File: config.mk
export PLATFORM = sky130hd
export DESIGN_NAME = cpa_channel_attach
export DESIGN_NICKNAME = d
export VERILOG_FILES = /design/src/cpa_pkg.sv /design/src/cpa_channel_attach.sv
export SDC_FILE = /design/constraint.sdc
export NUM_CORES = 1
export LEC_CHECK = 0
export BUFFER_PORTS_ARGS = -buffer_cell sky130_fd_sc_hd__buf_2
export CAP_MARGIN = 20
export CORE_MARGIN = 2
export CORE_UTILIZATION = 23
export DETAILED_ROUTE_END_ITERATION = 8
export MAX_ROUTING_LAYER = met4
export PLACE_DENSITY_LB_ADDON = 0.2
export SLEW_MARGIN = 10
export SYNTH_ARGS = -nofsm -noshare
export SYNTH_HDL_FRONTEND = slang
export SYNTH_SLANG_ARGS = --single-unit
export TNS_END_PERCENT = 100
File: constraint.sdc
create_clock -name clock -period 1.83 [get_ports clock]
set_input_delay 0.549 -clock clock [delete_from_list [all_inputs] [get_ports clock]]
set_output_delay 0.549 -clock clock [all_outputs]
set_load 0.01 [all_outputs]
File: src/cpa_pkg.sv
package cpa_pkg;
    // Timing
    localparam int CLK_NS = 10;
    localparam int DATA_DLY_NS = 100;
    localparam int DATA_DLY_CYC = (DATA_DLY_NS + CLK_NS - 1) / CLK_NS;
    localparam int CNT_W = 4;
    localparam logic [CNT_W-1:0] DATA_DLY = CNT_W'(DATA_DLY_CYC);
    localparam logic [CNT_W-1:0] CNT_LAST = 4'h1;
    // Positions in the synchronised control vector
    localparam int I_REQ = 0;
    localparam int I_FRC = 1;
    localparam int I_HANG = 2;
    localparam int I_CRST = 3;
    localparam int I_SEL = 4;
    localparam int I_IRSP = 5;
    localparam int I_CTX = 6;
    localparam int I_ADV = 7;
    localparam int I_CHK = 8;
    localparam int I_CTL = 12;
    localparam int I_INS = 15;
    localparam int SYNC_W = 20;
    localparam int DATA_W = 72;
    // Instruction codes
    localparam logic [3:0] OP_IPL = 4'h2;
    localparam logic [3:0] OP_START = 4'h4;
    localparam logic [3:0] OP_TEST = 4'h5;
    localparam logic [3:0] OP_HALT = 4'h6;
    localparam logic [3:0] OP_TCH = 4'h7;
    localparam logic [3:0] OP_HALT_DEV = 4'he;
    localparam logic [3:0] OP_FAST = 4'hc;
    localparam logic [3:0] OP_STORE_ID = 4'hf;
    // Control bus functions
    localparam logic [2:0] CB_BLOCK = 3'h2;
    localparam logic [2:0] CB_TIMEOUT = 3'h3;
    localparam logic [2:0] CB_RESET = 3'h4;
    // Condition codes
    localparam logic [1:0] CC_OK = 2'h0;
    localparam logic [1:0] CC_CHECK = 2'h1;
    localparam logic [1:0] CC_BUSY = 2'h2;
    localparam logic [1:0] CC_NA = 2'h3;
    // Identification store
    localparam logic [7:0] ID_ADDR = 8'ha8;
    localparam logic [3:0] ID_TYPE_BYTE_MPX = 4'h1;
    localparam logic [15:0] ID_PAD = 16'h0000;

    typedef enum logic [2:0] {
        ST_IDLE, ST_SEL, ST_LOG, ST_CSW, ST_MRST
    } cpa_state_e;

    typedef struct packed {
        logic [SYNC_W-1:0] s1;
        logic [SYNC_W-1:0] s2;
        logic [SYNC_W-1:0] s3;
        logic [SYNC_W-1:0] filt;
        logic [SYNC_W-1:0] prev;
        logic [DATA_W-1:0] d1;
        logic [DATA_W-1:0] d2;
        logic [DATA_W-1:0] d3;
        cpa_state_e st;
        logic via_io;
        logic blk;
        logic [CNT_W-1:0] cnt;
        logic [3:0] chk;
        logic grant;
        logic instr_strobe;
        logic [3:0] instr_op;
        logic ctrl_check;
        logic cc_valid;
        logic [1:0] cc;
        logic id_strobe;
        logic [7:0] id_addr;
        logic [31:0] id_data;
        logic logout;
        logic channel_status_word;
        logic mrst;
        logic srst;
        logic ret_valid;
        logic [DATA_W-1:0] ret_data;
        logic [3:0] ret_chk;
    } cpa_regs_s;
endpackage

File: src/cpa_channel_attach.sv
// Functional notes
// - While force-instruction is up, data-service requests are not granted.
// - Hang before I/O interface: logout, status store, machine reset.
// - Hang after I/O interface: selective reset, logout, status store.
// - Channel-reset pulse causes a machine reset clearing all state except the synchronisers and data pipeline.
// - Channel reset with a device operating also gives selective reset.
// - Control-transmit accompanies select; only the selected channel acts.
// - Decode four instruction bits into the eight listed instructions.
// - Halt device runs as halt, fast start runs as start.
// - Store identification writes type/model to 168-169, zeros 170-171.
// - Identity word: 4-bit type, 12-bit model, zero means implied.
// - Control bus: 010 blocks requests, 011 timeout, 100 full reset.
// - Store identification condition codes 0 ok, 1 check, 2 busy, 3 n/a.
`timescale 1ns/1ps
module cpa_channel_attach #(
    // Arbitrary value
    parameter logic [11:0] CHAN_MODEL = 12'h000
) (
    // Clock and reset
    input wire logic clock,
    input wire logic rst_n,
    // Adapter and processor lines
    input wire logic force_instr,
    input wire logic hang_detect,
    input wire logic chan_reset_pulse,
    input wire logic select_channel,
    input wire logic intr_response,
    input wire logic ctrl_transmit,
    input wire logic [4:0] instruction_code_bus,
    input wire logic [2:0] ctrl_bus,
    // Storage return lines
    input wire logic storage_advance_strobe,
    input wire logic [cpa_pkg::DATA_W-1:0] storage_return_data,
    input wire logic [3:0] storage_checks,
    // Multiplex interface and channel core
    input wire logic request_in,
    input wire logic at_io_interface,
    input wire logic device_operating,
    input wire logic iface_busy,
    input wire logic chan_available,
    // Request grant and decoded instruction
    output logic data_req_grant,
    output logic block_requests,
    output logic instr_strobe,
    output logic [3:0] instr_op,
    output logic ctrl_check,
    output logic cc_valid,
    output logic [1:0] cond_code,
    // Identification store
    output logic id_store_strobe,
    output logic [7:0] id_store_addr,
    output logic [31:0] id_store_data,
    // Termination sequence
    output logic do_logout,
    output logic do_csw_store,
    output logic do_machine_reset,
    output logic do_selective_reset,
    // Storage return
    output logic ret_valid,
    output logic [cpa_pkg::DATA_W-1:0] ret_data,
    output logic [3:0] ret_checks
);
    cpa_pkg::cpa_regs_s r;
    cpa_pkg::cpa_regs_s n;
    logic [cpa_pkg::SYNC_W-1:0] async_in;
    logic [cpa_pkg::SYNC_W-1:0] rise;
    logic [cpa_pkg::SYNC_W-1:0] agree;
    logic [4:0] ins;
    logic [3:0] op;
    logic start_hang;
    logic reset_all;

    function automatic logic [3:0] cpa_canon(input logic [3:0] c);
        logic [3:0] o;
        o = c;
        if (c == cpa_pkg::OP_HALT_DEV) begin
            o = cpa_pkg::OP_HALT;
        end
        if (c == cpa_pkg::OP_FAST) begin
            o = cpa_pkg::OP_START;
        end
        return o;
    endfunction

    assign async_in = {instruction_code_bus, ctrl_bus, storage_checks,
                       storage_advance_strobe, ctrl_transmit,
                       intr_response, select_channel, chan_reset_pulse,
                       hang_detect, force_instr, request_in};
    assign rise = r.filt & ~r.prev;
    assign agree = ~(r.s2 ^ r.s3);
    assign ins = r.filt[cpa_pkg::I_INS +: 5];
    assign op = cpa_canon(ins[3:0]);

    always_comb begin
        n = r;
        start_hang = 1'b0;
        reset_all = 1'b0;
        n.instr_strobe = 1'b0;
        n.ctrl_check = 1'b0;
        n.cc_valid = 1'b0;
        n.id_strobe = 1'b0;
        n.ret_valid = 1'b0;
        n.grant = r.filt[cpa_pkg::I_REQ] & ~r.filt[cpa_pkg::I_FRC] & ~r.blk;
        if (!r.filt[cpa_pkg::I_SEL]) begin
            n.blk = 1'b0;
        end
        if (rise[cpa_pkg::I_SEL]) begin
            if (r.filt[cpa_pkg::I_CTX]) begin
                unique case (r.filt[cpa_pkg::I_CTL +: 3])
                    cpa_pkg::CB_BLOCK: n.blk = 1'b1;
                    cpa_pkg::CB_TIMEOUT: start_hang = 1'b1;
                    cpa_pkg::CB_RESET: reset_all = 1'b1;
                    default: ;
                endcase
            end else if (!(^ins)) begin
                n.ctrl_check = 1'b1;
                n.cc = cpa_pkg::CC_CHECK;
                n.cc_valid = 1'b1;
            end else begin
                n.instr_strobe = 1'b1;
                n.instr_op = op;
                if (op == cpa_pkg::OP_STORE_ID) begin
                    n.cc_valid = 1'b1;
                    if (!chan_available) begin
                        n.cc = cpa_pkg::CC_NA;
                    end else if (iface_busy) begin
                        n.cc = cpa_pkg::CC_BUSY;
                    end else begin
                        n.cc = cpa_pkg::CC_OK;
                        n.id_strobe = 1'b1;
                        n.id_data = {cpa_pkg::ID_TYPE_BYTE_MPX, CHAN_MODEL,
                                     cpa_pkg::ID_PAD};
                    end
                end
            end
        end
        if (rise[cpa_pkg::I_HANG]) begin
            start_hang = 1'b1;
        end
        // A hang while a sequence runs is dropped; one sequence is enough
        unique case (r.st)
            cpa_pkg::ST_IDLE: begin
                if (start_hang) begin
                    n.via_io = at_io_interface;
                    n.st = at_io_interface ? cpa_pkg::ST_SEL
                                           : cpa_pkg::ST_LOG;
                end
            end
            cpa_pkg::ST_SEL: n.st = cpa_pkg::ST_LOG;
            cpa_pkg::ST_LOG: n.st = cpa_pkg::ST_CSW;
            cpa_pkg::ST_CSW: begin
                n.st = r.via_io ? cpa_pkg::ST_IDLE : cpa_pkg::ST_MRST;
            end
            cpa_pkg::ST_MRST: n.st = cpa_pkg::ST_IDLE;
            default: n.st = cpa_pkg::ST_IDLE;
        endcase
        n.srst = (n.st == cpa_pkg::ST_SEL);
        n.logout = (n.st == cpa_pkg::ST_LOG);
        n.channel_status_word = (n.st == cpa_pkg::ST_CSW);
        n.mrst = (n.st == cpa_pkg::ST_MRST);
        if (rise[cpa_pkg::I_ADV]) begin
            n.cnt = cpa_pkg::DATA_DLY;
            n.chk = r.filt[cpa_pkg::I_CHK +: 4];
        end else if (r.cnt != '0) begin
            n.cnt = r.cnt - cpa_pkg::CNT_LAST;
            n.chk = r.chk | r.filt[cpa_pkg::I_CHK +: 4];
            if (r.cnt == cpa_pkg::CNT_LAST) begin
                n.ret_valid = 1'b1;
                n.ret_data = r.d3;
                n.ret_chk = n.chk;
            end
        end
        if (rise[cpa_pkg::I_CRST] || reset_all) begin
            n = '0;
            n.mrst = 1'b1;
            n.srst = device_operating | reset_all;
        end
        // Synchronisers survive a channel reset so edges stay coherent
        n.s1 = async_in;
        n.s2 = r.s1;
        n.s3 = r.s2;
        n.filt = (agree & r.s3) | (~agree & r.filt);
        n.prev = r.filt;
        n.d1 = storage_return_data;
        n.d2 = r.d1;
        n.d3 = r.d2;
        n.id_addr = cpa_pkg::ID_ADDR;
    end

    always_ff @(posedge clock or negedge rst_n) begin
        if (!rst_n) begin
            r <= '0;
        end else begin
            r <= n;
        end
    end

    assign data_req_grant = r.grant;
    assign block_requests = r.blk;
    assign instr_strobe = r.instr_strobe;
    assign instr_op = r.instr_op;
    assign ctrl_check = r.ctrl_check;
    assign cc_valid = r.cc_valid;
    assign cond_code = r.cc;
    assign id_store_strobe = r.id_strobe;
    assign id_store_addr = r.id_addr;
    assign id_store_data = r.id_data;
    assign do_logout = r.logout;
    assign do_csw_store = r.channel_status_word;
    assign do_machine_reset = r.mrst;
    assign do_selective_reset = r.srst;
    assign ret_valid = r.ret_valid;
    assign ret_data = r.ret_data;
    assign ret_checks = r.ret_chk;

    logic quiet;
    assign quiet = !rise[cpa_pkg::I_CRST] && !rise[cpa_pkg::I_SEL];
endmodule

==> results.cfg <==
[run_status]
status = complete, no violations

[finish]
syn2layout_area_growth_pct = 22.6
nets = 1188
final_cells = 1879
drive_above_1_share_pct = 30.4
fill_cells = 5793

[timing]
fmax_mhz = 584
min_period_ns = 1.71
drv_slew = 0
fin_setup_tns_ns = 0
hold_viol = 0
rsz0062_at_grt = false
skew_ns = 0.0168
setup_viol_count_final = 0
timing.hold.ws_ns = 0.0915
post-route-period-util_pct = 93.6

[setup_path]
startpoint_type = flip-flop
crit_path_end_kind = flip-flop
crit_type = reg2reg
worst-path-buf-inv = 1
path_cells = inv_1, ha_1, xor3_2, and2_4, nor2_1, a311oi_2
slowest_delay_ns = 0.44
worst_ep_required_time_ns = 2.29
critical_path.top_delay_family = XOR/XNOR gates
critPathSlowestCell = xor3_2
path_max_fanout = 7
cp_data_arrival_time_ns = 2.17

[die]
die_w_um = 244
dieArea_um2 = 59500
core_um2 = 56700
fp.dieH_um = 244
rows = 87
start_util_pct = 23.4
ios = 231

[global_route]
antenna_found_initial = 4
overflow = 0
grt_pass1_vias = 7278
grt_pass1_wl_um = 41400
grt_max_degree = 72
grt.total_usage_pct = 9.22

[cts]
ctsHtreeMaxLevel = 2
cts_tree = done
post_cts.repair.setup_buffers = 0
cts_resized = 0
clk_latency_ns = 0.56
cts.clk_slew.worst_paths_ns = 0.06
cts_root_buf = clkbuf_16
cts_buffers = 46
clk_path_buf_depth = 3
clock-sinks = 403

[power]
peakVddDrop_mv = 0.694
powerDensity_nw_per_um2 = 1400
p_total_w = 0.0228
power.leakage_nw = 7.53

[placement]
hpwl_um = 16900
portBuffers = 193
dpl.cell_count = 1790
gp_congestion = 0.731

[logic_synthesis]
synth_area_um2 = 13200
synth_flop_cell = dfrtp_1
yosys_warnings = 0
synth-seq-area-share_pct = 76.1
synth_cell_types = 51
ys_async_sr_fraction_pct = 100
synth_edf_count = 0
synth_seq_cells = 403
netlist_instances = 917
avgSynthCellArea_um2 = 14.4

[routing]
wl_per_cell_um = 13.9
drc = 0
dr.first_iter.drc_count = 309
vias = 6855
drtAntennaViolNets = 0
drt_wl_total_um = 26200
viasPerCell = 3.65
firstDrtPassIters = 4

[run]
cap_violations = 0

[worst_hold_path]
holdCritPathClass = in2reg
min-delay-start = storage_return_data[2]
## cell type report
class                   instances  area [µm²]  area share [%]
flip-flops and latches        403       10100            62.1
multi-input cells             389        2150            13.2
repair buffers                234        1470            9.07
clock buffers                  71        1390            8.53
well taps                     756         946            5.82
clock inverters                13         159           0.978
inverters                       9        33.8           0.208
diodes                          4        10.0          0.0616
## flip-flops by register name, indices dropped and copies added, names as in the netlist, 2 cells and up, named ones only
signal / count
n: 182
ret_data: 72
r: 107
cond_code: 2
ret_checks: 4
instr_op: 4
## per-stage QoR
stage          utilization [%]  worst slack, ns  cell area (µm²)
2_1_floorplan                -           0.0812            13400
3_3_place_gp              25.9            0.117            14700
3_5_place_dp              25.9           0.0988            14700
4_1_cts                   28.6           0.0692            16200
5_1_grt                   28.6          0.00319            16200
6_report                  28.6            0.116            16200
## logic make-up (layout without fill, tap and decap cells)
family / count (synthesis) / after routing / synth area share, %
adder cells (fa/ha/maj): 26 / 26 / 2.10
other: 2 / 41 / 0.0567
AND/OR/NAND/NOR: 216 / 216 / 7.23
XOR/XNOR: 1 / 1 / 0.189
multiplexers: 2 / 2 / 0.151
flip-flops: 403 / 403 / 76.1
AO/OA/AOI/OAI: 107 / 107 / 5.42
buffers and inverters: 160 / 327 / 8.74
## placed cells by master (no fill, tap or decap), types with 2 or more instances in the layout
cell type,synthesis,routed
a21o_1,3,3
a21oi_1,63,63
a21oi_2,20,20
a22oi_1,4,4
a31oi_4,2,2
a32oi_1,2,2
buf_12,0,15
buf_2,10,192
buf_4,127,25
bufinv_16,0,3
clkbuf_1,5,12
clkbuf_16,0,47
clkbuf_8,0,12
clkinv_2,0,4
clkinvlp_4,0,3
conb_1,2,37
dfrtp_1,403,403
diode_2,0,4
ha_1,7,7
inv_1,9,9
inv_6,0,2
maj3_1,19,19
mux2i_1,2,2
nand2_1,159,159
nand2b_1,3,3
nand3_1,5,5
nand3b_1,2,2
nand4_1,2,2
nor2_1,16,16
nor2b_1,3,3
nor3_1,11,11
nor4_2,2,2
o21a_1,2,2
## report_power, final
group / internal [W] / leakage, nW / switching [W]
clock network: 0.00563 / 0.751 / 0.00357
registers: 0.00992 / 4.90 / 0.000516
logic: 0.00129 / 1.87 / 0.00188
total: 0.0168 / 7.53 / 0.00596
## Yosys cell counts, drive strengths merged (2+ instances only)
library cell	n	area share, %
a22oi	4	0.23
nor2	17	0.50
inv	9	0.25
nand4	2	0.094
buf	146	8.3
clkbuf	5	0.14
a31oi	2	0.32
nand3b	2	0.11
nand2	159	4.5
ha	7	0.66
nand2b	3	0.14
o21ai	3	0.14
maj3	19	1.4
a311oi	2	0.18
a21o	3	0.17
nand4b	2	0.18
conb	2	0.057
nor4	3	0.24
mux2i	2	0.15
a32oi	2	0.13
a21oi	83	3.7
dfrtp	403	76
nand3	5	0.19
nor2b	3	0.14
nor3	11	0.42
nor3b	2	0.15
o21a	2	0.11
## per-layer routing
layer	share of wire (%)	vias up	GRT usage, %
met3	6.1	57	2.85
met2	46	151	13.6
met4	3.0	0	4.02
li1	-	3166	-
met1	45	3481	11.7
met5	0	-	-
## final timing paths
check	end	slack (ns)	depth (start not counted)
hold reg to reg	n[402]	0.34	0
min in group asynchronous	n[435]	0.44	2
setup reg to reg	instr_op[2]	0.12	6
max in group asynchronous	ret_data[43]	0.67	4
hold / removal	n[219]	0.09	1
setup / recovery	instr_op[2]	0.12	6
## repair_timing
| item | CTS | global route |
|---|---|---|
| endpoints found under the setup margin | 0 | 0 |
| hold endpoints to repair | 22 | 0 |
| hold buffers | 1 | 0 |
(Power assumes the default switching activity.)
